--- src/inc/bridge_defs.svh ---
`ifndef BRIDGE_DEFS_SVH
`define BRIDGE_DEFS_SVH

// Register offsets on the serial control bus
`define ADDR_ANALOG_OFFSET      8'h41
`define ADDR_ANALOG_DATA        8'h42
`define ADDR_IBUS_CONTROL       8'h48
`define ADDR_IBUS_ADDRESS_LOW   8'h49
`define ADDR_IBUS_DATA_LOW      8'h4b
`define ADDR_VIDEO_INPUT_CTL    8'h4f

// Reset values
`define RESET_BYTE              8'h00

// Internal bus control fields
`define IBUS_ENABLE_BIT         0
`define IBUS_READ_BIT           1
`define IBUS_AUTOSTEP_BIT       2
`define IBUS_TARGET_LSB         3
`define IBUS_TARGET_MSB         4
`define IBUS_TARGET_CONFIG      2'h2
`define IBUS_TARGET_DIE_ID      2'h3

// Video input control fields
`define VID_MAP_SELECT_BIT      7
`define VID_INPUT_MODE_BIT      6
`define VID_PORT_SWAP_BIT       5

// Analog target select codes
`define ANALOG_SEL_OFF          3'h0
`define ANALOG_SEL_RECEIVER     3'h4
`define ANALOG_SEL_TRANSMITTER  3'h5

// Address step for both auto-increment modes
`define ADDRESS_STEP            8'h01

// Edges after reset release until synchronised straps are valid
`define STRAP_SETTLE_CYCLES     2'h2

`endif

--- src/inc/bridge_pkg.sv ---
package bridge_pkg;

   typedef logic [7:0] byte_t;

   typedef struct packed {
      logic  wr;
      logic  rd;
      byte_t addr;
      byte_t wdata;
   } reg_req_s;

   typedef struct packed {
      logic       wr;
      logic       rd;
      logic [2:0] sel;
      byte_t      offset;
      byte_t      wdata;
   } analog_req_s;

   typedef struct packed {
      logic pixel_map_select;
      logic pixel_input_mode;
      logic input_port_swap;
      logic use_secondary_port;
      logic swap_ports;
   } video_cfg_s;

   typedef enum logic [2:0] {
      IBUS_IDLE    = 3'b001,
      IBUS_ISSUE   = 3'b010,
      IBUS_CAPTURE = 3'b100
   } ibus_state_e;

endpackage : bridge_pkg

--- src/design/strap_sync.sv ---
`timescale 1ns/1ps

module strap_sync (
   input  wire logic       ref_clk,
   input  wire logic       nrst,
   input  wire logic [1:0] strap_pin,
   output logic      [1:0] strap_sync
);

   logic [1:0] stage1_q;
   logic [1:0] stage2_q;

   always_ff @(posedge ref_clk or negedge nrst) begin
      if (!nrst) begin
         stage1_q <= 2'h0;
         stage2_q <= 2'h0;
      end else begin
         stage1_q <= strap_pin;
         stage2_q <= stage1_q;
      end
   end

   assign strap_sync = stage2_q;

endmodule : strap_sync

--- src/design/config_store.sv ---
`timescale 1ns/1ps

module config_store (
   input  wire logic            ref_clk,
   input  wire logic            load_wr,
   input  wire bridge_pkg::byte_t load_addr,
   input  wire bridge_pkg::byte_t load_data,
   input  wire bridge_pkg::byte_t rd_addr,
   output bridge_pkg::byte_t     rd_data
);
   import bridge_pkg::*;

   byte_t mem [0:255];
   byte_t rd_data_q;

   // Registered read port, written only by the configuration loader
   always_ff @(posedge ref_clk) begin
      if (load_wr) begin
         mem[load_addr] <= load_data;
      end
      rd_data_q <= mem[rd_addr];
   end

   assign rd_data = rd_data_q;

endmodule : config_store

--- src/design/indirect_access_video_input_control.sv ---
// Notes on behaviour
// - 8-bit analog offset register, resets zero
// - Data write forwards byte to analog block when receiver or transmitter selected
// - Target 10 config, 11 die id, read only
// - Auto-increment adds one after internal access
// - Read bit launches read, self-clears on finish
// - Enable bit gates internal access interface
// - Internal address low byte, read-write, resets zero
// - Internal data low byte holds read result
// - Bit 7 selects pixel bit mapping
// - Mapping bit loaded from strap one
// - Bit 6 selects single or dual pixel
// - Input mode bit loaded from strap zero
// - Bit 5 secondary port or swap, reset zero
// - Analog select: off, receiver, transmitter codes
// - Analog auto-increment adds one per access
`timescale 1ns/1ps
`include "bridge_defs.svh"

module indirect_access_video_input_control #(
   parameter logic [63:0] DIE_ID = 64'h0123_4567_89ab_cdef // Arbitrary value
) (
   input  wire logic                    ref_clk,
   input  wire logic                    nrst,
   input  wire bridge_pkg::reg_req_s    reg_req,
   output bridge_pkg::byte_t            reg_rdata,
   output logic                         reg_rvalid,
   input  wire logic [2:0]              analog_target_select,
   input  wire logic                    analog_offset_autostep,
   output bridge_pkg::analog_req_s      analog_req,
   input  wire bridge_pkg::byte_t       analog_rdata,
   input  wire logic                    cfg_load_wr,
   input  wire bridge_pkg::byte_t       cfg_load_addr,
   input  wire bridge_pkg::byte_t       cfg_load_data,
   input  wire logic                    mode_strap_zero,
   input  wire logic                    mode_strap_one,
   output bridge_pkg::video_cfg_s       video_cfg
);
   import bridge_pkg::*;

   function automatic logic analog_target_ok(input logic [2:0] sel);
      analog_target_ok = (sel == `ANALOG_SEL_RECEIVER) ||
                         (sel == `ANALOG_SEL_TRANSMITTER);
   endfunction : analog_target_ok

   function automatic byte_t step_address(input byte_t addr,
                                          input logic  enable);
      step_address = enable ? 8'(addr + `ADDRESS_STEP) : addr;
   endfunction : step_address

   // Register state
   byte_t        analog_offset_q;
   byte_t        analog_offset_d;
   byte_t        analog_data_window_q;
   logic [1:0]   ibus_target_q;
   logic         ibus_autostep_q;
   logic         ibus_read_q;
   logic         ibus_enable_q;
   byte_t        internal_address_low_q;
   byte_t        internal_address_low_d;
   byte_t        internal_data_low_q;
   byte_t        internal_data_low_d;
   logic         pixel_map_select_q;
   logic         pixel_input_mode_q;
   logic         input_port_swap_q;
   logic [1:0]   settle_q;
   logic         straps_loaded_q;
   ibus_state_e  ibus_state_q;
   ibus_state_e  ibus_state_d;
   byte_t        die_byte_q;
   byte_t        reg_rdata_q;
   logic         reg_rvalid_q;
   analog_req_s  analog_req_q;
   video_cfg_s   video_cfg_q;

   // Synchronised straps and configuration store read data
   logic [1:0]   strap_synced;
   byte_t        cfg_rdata;

   strap_sync u_strap_sync (
      .ref_clk    (ref_clk),
      .nrst       (nrst),
      .strap_pin  ({mode_strap_one, mode_strap_zero}),
      .strap_sync (strap_synced)
   );

   config_store u_config_store (
      .ref_clk   (ref_clk),
      .load_wr   (cfg_load_wr),
      .load_addr (cfg_load_addr),
      .load_data (cfg_load_data),
      .rd_addr   (internal_address_low_q),
      .rd_data   (cfg_rdata)
   );

   // Address decode
   wire hit_analog_offset = reg_req.addr == `ADDR_ANALOG_OFFSET;
   wire hit_analog_data   = reg_req.addr == `ADDR_ANALOG_DATA;
   wire hit_ibus_control  = reg_req.addr == `ADDR_IBUS_CONTROL;
   wire hit_ibus_address  = reg_req.addr == `ADDR_IBUS_ADDRESS_LOW;
   wire hit_ibus_data     = reg_req.addr == `ADDR_IBUS_DATA_LOW;
   wire hit_video_ctl     = reg_req.addr == `ADDR_VIDEO_INPUT_CTL;

   wire wr_analog_offset = reg_req.wr && hit_analog_offset;
   wire wr_analog_data   = reg_req.wr && hit_analog_data;
   wire rd_analog_data   = reg_req.rd && hit_analog_data && !reg_req.wr;
   wire wr_ibus_control  = reg_req.wr && hit_ibus_control;
   wire wr_ibus_address  = reg_req.wr && hit_ibus_address;
   wire wr_ibus_data     = reg_req.wr && hit_ibus_data;
   wire wr_video_ctl     = reg_req.wr && hit_video_ctl
                           && straps_loaded_q;

   // Analog window access
   wire analog_live   = analog_target_ok(analog_target_select);
   wire analog_access = (wr_analog_data || rd_analog_data) && analog_live;

   always_comb begin
      analog_offset_d = analog_offset_q;
      if (wr_analog_offset) begin
         analog_offset_d = reg_req.wdata;
      end else if (analog_access) begin
         analog_offset_d = step_address(analog_offset_q,
                                        analog_offset_autostep);
      end
   end

   // Internal bus access
   wire ibus_target_ok = ibus_target_q[1];
   wire ibus_live      = ibus_enable_q && ibus_target_ok;
   wire ibus_start     = wr_ibus_control
                         && reg_req.wdata[`IBUS_READ_BIT]
                         && (ibus_state_q == IBUS_IDLE);
   wire ibus_read_done = ibus_state_q == IBUS_CAPTURE;
   wire ibus_data_wr   = wr_ibus_data && ibus_live;

   always_comb begin
      ibus_state_d = ibus_state_q;
      case (ibus_state_q)
         IBUS_IDLE: begin
            if (ibus_start) begin
               ibus_state_d = IBUS_ISSUE;
            end
         end
         IBUS_ISSUE: begin
            ibus_state_d = IBUS_CAPTURE;
         end
         IBUS_CAPTURE: begin
            ibus_state_d = IBUS_IDLE;
         end
         default: begin
            ibus_state_d = IBUS_IDLE;
         end
      endcase
   end

   // Targets are read only: a data write stores the byte unless a live read completes, and auto-steps the address when live
   always_comb begin
      internal_data_low_d = internal_data_low_q;
      if (ibus_read_done && ibus_live) begin
         internal_data_low_d = (ibus_target_q == `IBUS_TARGET_CONFIG)
                               ? cfg_rdata : die_byte_q;
      end else if (wr_ibus_data) begin
         internal_data_low_d = reg_req.wdata;
      end
   end

   always_comb begin
      internal_address_low_d = internal_address_low_q;
      if (wr_ibus_address) begin
         internal_address_low_d = reg_req.wdata;
      end else if ((ibus_read_done || ibus_data_wr) && ibus_live) begin
         internal_address_low_d = step_address(internal_address_low_q,
                                               ibus_autostep_q);
      end
   end

   // Read-back mux
   wire byte_t ibus_control_rd = {3'h0, ibus_target_q, ibus_autostep_q,
                                  ibus_read_q, ibus_enable_q};
   wire byte_t video_ctl_rd    = {pixel_map_select_q, pixel_input_mode_q,
                                  input_port_swap_q, 5'h00};
   wire byte_t read_mux =
      hit_analog_offset ? analog_offset_q :
      hit_analog_data   ? analog_rdata :
      hit_ibus_control  ? ibus_control_rd :
      hit_ibus_address  ? internal_address_low_q :
      hit_ibus_data     ? internal_data_low_q :
      hit_video_ctl     ? video_ctl_rd : `RESET_BYTE;

   // Port routing derived from mode and swap
   wire use_secondary = pixel_input_mode_q && input_port_swap_q;
   wire swap_ports    = !pixel_input_mode_q && input_port_swap_q;

   always_ff @(posedge ref_clk or negedge nrst) begin
      if (!nrst) begin
         analog_offset_q      <= `RESET_BYTE;
         analog_data_window_q <= `RESET_BYTE;
      end else begin
         analog_offset_q <= analog_offset_d;
         if (wr_analog_data) begin
            analog_data_window_q <= reg_req.wdata;
         end
      end
   end

   always_ff @(posedge ref_clk or negedge nrst) begin
      if (!nrst) begin
         analog_req_q <= '0;
      end else begin
         analog_req_q.wr     <= wr_analog_data && analog_live;
         analog_req_q.rd     <= rd_analog_data && analog_live;
         analog_req_q.sel    <= analog_target_select;
         analog_req_q.offset <= analog_offset_d;
         analog_req_q.wdata  <= wr_analog_data ? reg_req.wdata
                                               : analog_data_window_q;
      end
   end

   // Request for a write carries the next offset, already stepped when auto-increment is on
   always_ff @(posedge ref_clk or negedge nrst) begin
      if (!nrst) begin
         ibus_target_q   <= 2'h0;
         ibus_autostep_q <= 1'b0;
         ibus_enable_q   <= 1'b0;
      end else if (wr_ibus_control) begin
         ibus_target_q   <= reg_req.wdata[`IBUS_TARGET_MSB:`IBUS_TARGET_LSB];
         ibus_autostep_q <= reg_req.wdata[`IBUS_AUTOSTEP_BIT];
         ibus_enable_q   <= reg_req.wdata[`IBUS_ENABLE_BIT];
      end
   end

   // Set on start wins; hardware clears it on completion
   always_ff @(posedge ref_clk or negedge nrst) begin
      if (!nrst) begin
         ibus_read_q <= 1'b0;
      end else if (ibus_start) begin
         ibus_read_q <= 1'b1;
      end else if (ibus_read_done) begin
         ibus_read_q <= 1'b0;
      end
   end

   always_ff @(posedge ref_clk or negedge nrst) begin
      if (!nrst) begin
         ibus_state_q           <= IBUS_IDLE;
         internal_address_low_q <= `RESET_BYTE;
         internal_data_low_q    <= `RESET_BYTE;
         die_byte_q             <= `RESET_BYTE;
      end else begin
         ibus_state_q           <= ibus_state_d;
         internal_address_low_q <= internal_address_low_d;
         internal_data_low_q    <= internal_data_low_d;
         die_byte_q             <= DIE_ID[{internal_address_low_q[2:0],
                                           3'h0} +: 8];
      end
   end

   // Strap capture once the synchroniser has settled
   always_ff @(posedge ref_clk or negedge nrst) begin
      if (!nrst) begin
         settle_q        <= 2'h0;
         straps_loaded_q <= 1'b0;
      end else begin
         if (settle_q != `STRAP_SETTLE_CYCLES) begin
            settle_q <= 2'(settle_q + 2'h1);
         end else begin
            straps_loaded_q <= 1'b1;
         end
      end
   end

   always_ff @(posedge ref_clk or negedge nrst) begin
      if (!nrst) begin
         pixel_map_select_q <= 1'b0;
         pixel_input_mode_q <= 1'b0;
         input_port_swap_q  <= 1'b0;
      end else if (!straps_loaded_q) begin
         pixel_map_select_q <= strap_synced[1];
         pixel_input_mode_q <= strap_synced[0];
      end else if (wr_video_ctl) begin
         pixel_map_select_q <= reg_req.wdata[`VID_MAP_SELECT_BIT];
         pixel_input_mode_q <= reg_req.wdata[`VID_INPUT_MODE_BIT];
         input_port_swap_q  <= reg_req.wdata[`VID_PORT_SWAP_BIT];
      end
   end

   always_ff @(posedge ref_clk or negedge nrst) begin
      if (!nrst) begin
         video_cfg_q <= '0;
      end else begin
         video_cfg_q.pixel_map_select   <= pixel_map_select_q;
         video_cfg_q.pixel_input_mode   <= pixel_input_mode_q;
         video_cfg_q.input_port_swap    <= input_port_swap_q;
         video_cfg_q.use_secondary_port <= use_secondary;
         video_cfg_q.swap_ports         <= swap_ports;
      end
   end

   always_ff @(posedge ref_clk or negedge nrst) begin
      if (!nrst) begin
         reg_rdata_q  <= `RESET_BYTE;
         reg_rvalid_q <= 1'b0;
      end else begin
         reg_rvalid_q <= reg_req.rd && !reg_req.wr;
         if (reg_req.rd && !reg_req.wr) begin
            reg_rdata_q <= read_mux;
         end
      end
   end

   assign reg_rdata  = reg_rdata_q;
   assign reg_rvalid = reg_rvalid_q;
   assign analog_req = analog_req_q;
   assign video_cfg  = video_cfg_q;

endmodule : indirect_access_video_input_control

--- config.mk ---
export PLATFORM = sky130hd
export DESIGN_NAME = indirect_access_video_input_control
export DESIGN_NICKNAME = d
export VERILOG_FILES = /design/src/inc/bridge_pkg.sv /design/src/design/strap_sync.sv /design/src/design/config_store.sv /design/src/design/indirect_access_video_input_control.sv
export VERILOG_INCLUDE_DIRS = /design/src /design/src/inc
export SDC_FILE = /design/constraint.sdc
export NUM_CORES = 2
export LEC_CHECK = 0
export ABC_AREA = 0
export BUFFER_PORTS_ARGS = -buffer_cell sky130_fd_sc_hd__buf_2
export CELL_PAD_IN_SITES_DETAIL_PLACEMENT = 1
export CELL_PAD_IN_SITES_GLOBAL_PLACEMENT = 2
export CORE_UTILIZATION = 50
export DETAILED_ROUTE_END_ITERATION = 12
export GPL_TIMING_DRIVEN = 1
export PLACE_DENSITY = 0.78
export SKIP_CTS_REPAIR_TIMING = 1
export SYNTH_ARGS = -nofsm -noshare
export SYNTH_HDL_FRONTEND = slang
export SYNTH_SLANG_ARGS = --single-unit
--- constraint.sdc ---
create_clock -name ref_clk -period 4.75 [get_ports ref_clk]
set_input_delay 0 -clock ref_clk [delete_from_list [all_inputs] [get_ports ref_clk]]
set_output_delay 0 -clock ref_clk [all_outputs]
set_load 0.01 [all_outputs]
==> flow_summary.toml <==
[run_status]
status = "finished with violations"
failed_checks = "hold timing"

[route]
drt_pre_antenna_iters = 7
first_iter_violations = 6268
dr_total_vias = 44000
wire_length_per_cell_um = 36.3
vias_per_cell = 6.53
count_of_unresolved_drc_violations_after_routing = 0
antenna_violating_nets_post_route = 0
postRouteWirelength_mm = 245

[synthesis]
synth-edff-count = 2048
synth_compound_area_share_pct = 3.92
post_synth_main_area_contributors = "edfxtp_1 (74%), mux4_2 (12%), mux2i_1 (2.5%)"
ys.flop_type = "edfxtp_1"
synth.cell_area_um2 = 83000
post-synth-top-area-fraction_pct = 74.1
synth-seq-cells = 2129
ys_seq_area_share_pct = 76.5
synthDistinctLibCells = 80
mux_contribution_to_synthesized_area_pct = 14.5
synth_top_family_by_area = "multiplexers"
synthesis.nets = 4175
synthSimpleGateAreaFrac_pct = 3.14
synth_xor_area_share_pct = 0.148
yosys.area_share.adder_pct = 0.0452
share_of_flip_flops_with_an_asynchronous_set_or_reset_pct = 3.43
synth_area_leader_cell = "edfxtp_1"
post_synth_inst_count = 4121
postSynthAreaPerCell_um2 = 20.1
synth.yosys.warnings = 0

[setup_path]
regToRegSetupSlack_ns = 0.38
critical_path.most_common_cell = "dlygate4sd3_1"
worst_ep_arrival_time_ns = 5.17
crit_path_end_kind = "flip-flop"
timing.critical_path.cells = "buf_12 -> inv_2 -> a2bb2oi_1 -> a31oi_1 -> dlygate4sd3_1 -> a21oi_1 -> dlygate4sd3_1 -> o21ai_0 -> dlygate4sd3_1"
timing_worst_setup_path_type = "flip-flop to flip-flop"
slowest_delay_ns = 0.75
critPathMaxFanout = 62
critical_path.slowest_cell = "dfrtp_4"
crit_required_ns = 5.54
critical_path.startpoint_type = "flip-flop"

[clock_tree]
tritoncts = "built"
cts_inserted_buffers = 209
clkSlewWorstSetupHoldPaths_ns = 0.06
clkSinkCount = 2129
clock_latency_ns = 0.89
htreeDepth = 4
cts-root-buf = "clkbuf_16"
clockBufferDepth = 3

[timing]
grt_setup_unrepaired = "no"
finalClockSkew_ns = 0.0567
slew_headroom_pct = 9.75
achievable-frequency_mhz = 229
hold_violations_final = 11
number_of_pins_exceeding_their_max_slew_limit_in_the_final_report = 0
timing.final.crit_share_pct = 92.1
final_period_minus_worst_setup_slack_ns = 4.37
setup-tns-final_ns = 0
worst_slew_pin_slew_ns = 1.32
tightest_hold_margin_ns = -0.0304
setup_viol = 0

[finish]
drive_gt1_share_pct = 22.1
finish.cell_count_without_fillers = 6741
area_growth_syn_to_layout_pct = 13.1
fillers = 14147
final_area_um2 = 93800
area_occupied_by_multi_input_gates_um2 = 18100
final_core_utilization_pct = 56.9
ff_latch_area_um2 = 63500
finish.net_count = 4430

[floorplanning]
fp.coreArea_um2 = 165000
dieArea_um2 = 168000
floorplan.die.width_um = 409
die_h_um = 409
pin_count = 86
initial_utilization_pct = 50.4
placement_rows = 149

[power]
total_power_mw = 39.7
irDropWorstVdd_mv = 0.342
cellPowerDensity_nw_per_um2 = 423
static-leakage-power_nw = 30.0

[grt]
wire_length_of_the_first_global_routing_pass_mm = 342
gr-total-overflow = 0
vias_in_the_first_global_route = 44225
antenna_found_initial = 14
grtUsageTotal_pct = 29.1
grt_max_degree = 193

[placed_design]
dpl.cell_count = 6281
placement.io_buffers = 85
globalplace.congestion = 0.874
placed_cell_area_um2 = 86300
dp_hpwl_mm = 151

[worst_hold_path]
min_path_type = "input pin to flip-flop"

[flow_run]
max-cap-violations = 0
## registers in the layout (all words and copies together), names as in the netlist, 3 cells and up
signal,count
die_byte_q,4
internal_address_low_q,8
internal_data_low_q,8
reg_rdata,8
video_cfg,5
analog_req,21
u_config_store.mem,2048
u_config_store.rd_data,8
ibus_state_q,3
## layer usage
layer	track usage, %	up-vias	routed length, µm
li1	-	17554	-
met1	41.4	23661	97100
met2	45.3	2369	116000
met3	6.00	400	23200
met4	9.37	16	8000
met5	0	-	87
## power breakdown
| group | switching [mW] | total, mW | leakage (nW) | internal [mW] |
|---|---|---|---|---|
| combinational | 1.57 | 2.36 | 7.30 | 0.793 |
| clock | 7.24 | 16.6 | 3.33 | 9.32 |
| sequential | 0.112 | 20.8 | 19.4 | 20.7 |
## worst paths after layout
kind                                           start                         end  cells past startpoint
setup reg to reg           internal_address_low_q[0]                reg_rdata[0]                      9
hold / removal                      cfg_load_addr[2]  u_config_store.mem[157][7]                      3
setup / recovery           internal_address_low_q[0]                reg_rdata[0]                      9
max in group asynchronous                       nrst               analog_req[9]                      4
min in group asynchronous                       nrst               analog_req[1]                      4
hold reg to reg             u_strap_sync.stage1_q[1]  u_strap_sync.strap_sync[1]                      0
## kinds of logic (layout without fill, tap and decap cells)
logic type | after synthesis | after routing
flops | 2129 | 2129
buf+inv | 271 | 698
xor+xnor | 14 | 14
simple gates | 590 | 590
mux | 659 | 659
fa+ha+maj | 3 | 3
compound gates | 454 | 454
other cells | 1 | 5
## stage by stage
stage               setup slack (ns)  hold WS, ns
floorplan                       2.34       -0.296
global placement               0.975       -0.144
detailed placement             0.902       -0.139
CTS                            0.872        -1.08
global route                   0.257      0.00115
finish                         0.376      -0.0304
## final cells by class
| type | count | area share, % |
|---|---|---|
| inverter | 15 | 0.0600 |
| multi-input combinational | 1721 | 19.3 |
| tap | 2189 | 2.92 |
| clock inverter | 118 | 1.38 |
| antenna | 4 | 0.0107 |
| sequential | 2129 | 67.7 |
| timing repair buffer | 300 | 2.75 |
| clock buffer | 265 | 5.89 |
## synth_stat cells, drive strengths merged, types with 5 or more instances
cell        n
a2111oi     6
a211o       5
a211oi     42
a21oi      87
a221oi     52
a22o       26
a22oi      82
a2bb2oi     5
a31oi      14
and2       11
buf       140
clkbuf    116
dfrtp      72
dfxtp       8
edfxtp   2048
inv        14
mux2       23
mux2i     204
mux4      432
nand2     117
nand2b      6
nand3      49
nand3b      5
nand4      26
nor2      310
nor2b      24
nor3       10
nor4        6
o21ai      36
o221ai     27
o22ai      30
o32ai       6
xnor2       9
xor2        5
## worst max-delay path: cells and delay by family (launching register included)
family                 cells  cell delay [ns]
buffers and inverters      5             2.73
AO/OA/AOI/OAI              4             0.76
flip-flops                 1             0.75
## cells in the final DEF (no fill, tap or decap), drive strengths merged, types with 5 or more instances in the layout
cell type / n
a2111oi: 6
a211o: 5
a211oi: 42
a21oi: 87
a221oi: 52
a22o: 26
a22oi: 82
a2bb2oi: 5
a31oi: 14
and2: 11
buf: 219
bufinv: 19
clkbuf: 273
clkinv: 92
dfrtp: 72
dfxtp: 8
dlygate4sd3: 73
edfxtp: 2048
inv: 19
mux2: 23
mux2i: 204
mux4: 432
nand2: 117
nand2b: 6
nand3: 49
nand3b: 5
nand4: 26
nor2: 310
nor2b: 24
nor3: 10
nor4: 6
o21ai: 36
o221ai: 27
o22ai: 30
o32ai: 6
xnor2: 9
xor2: 5
Power figures use the tool's default switching activity.
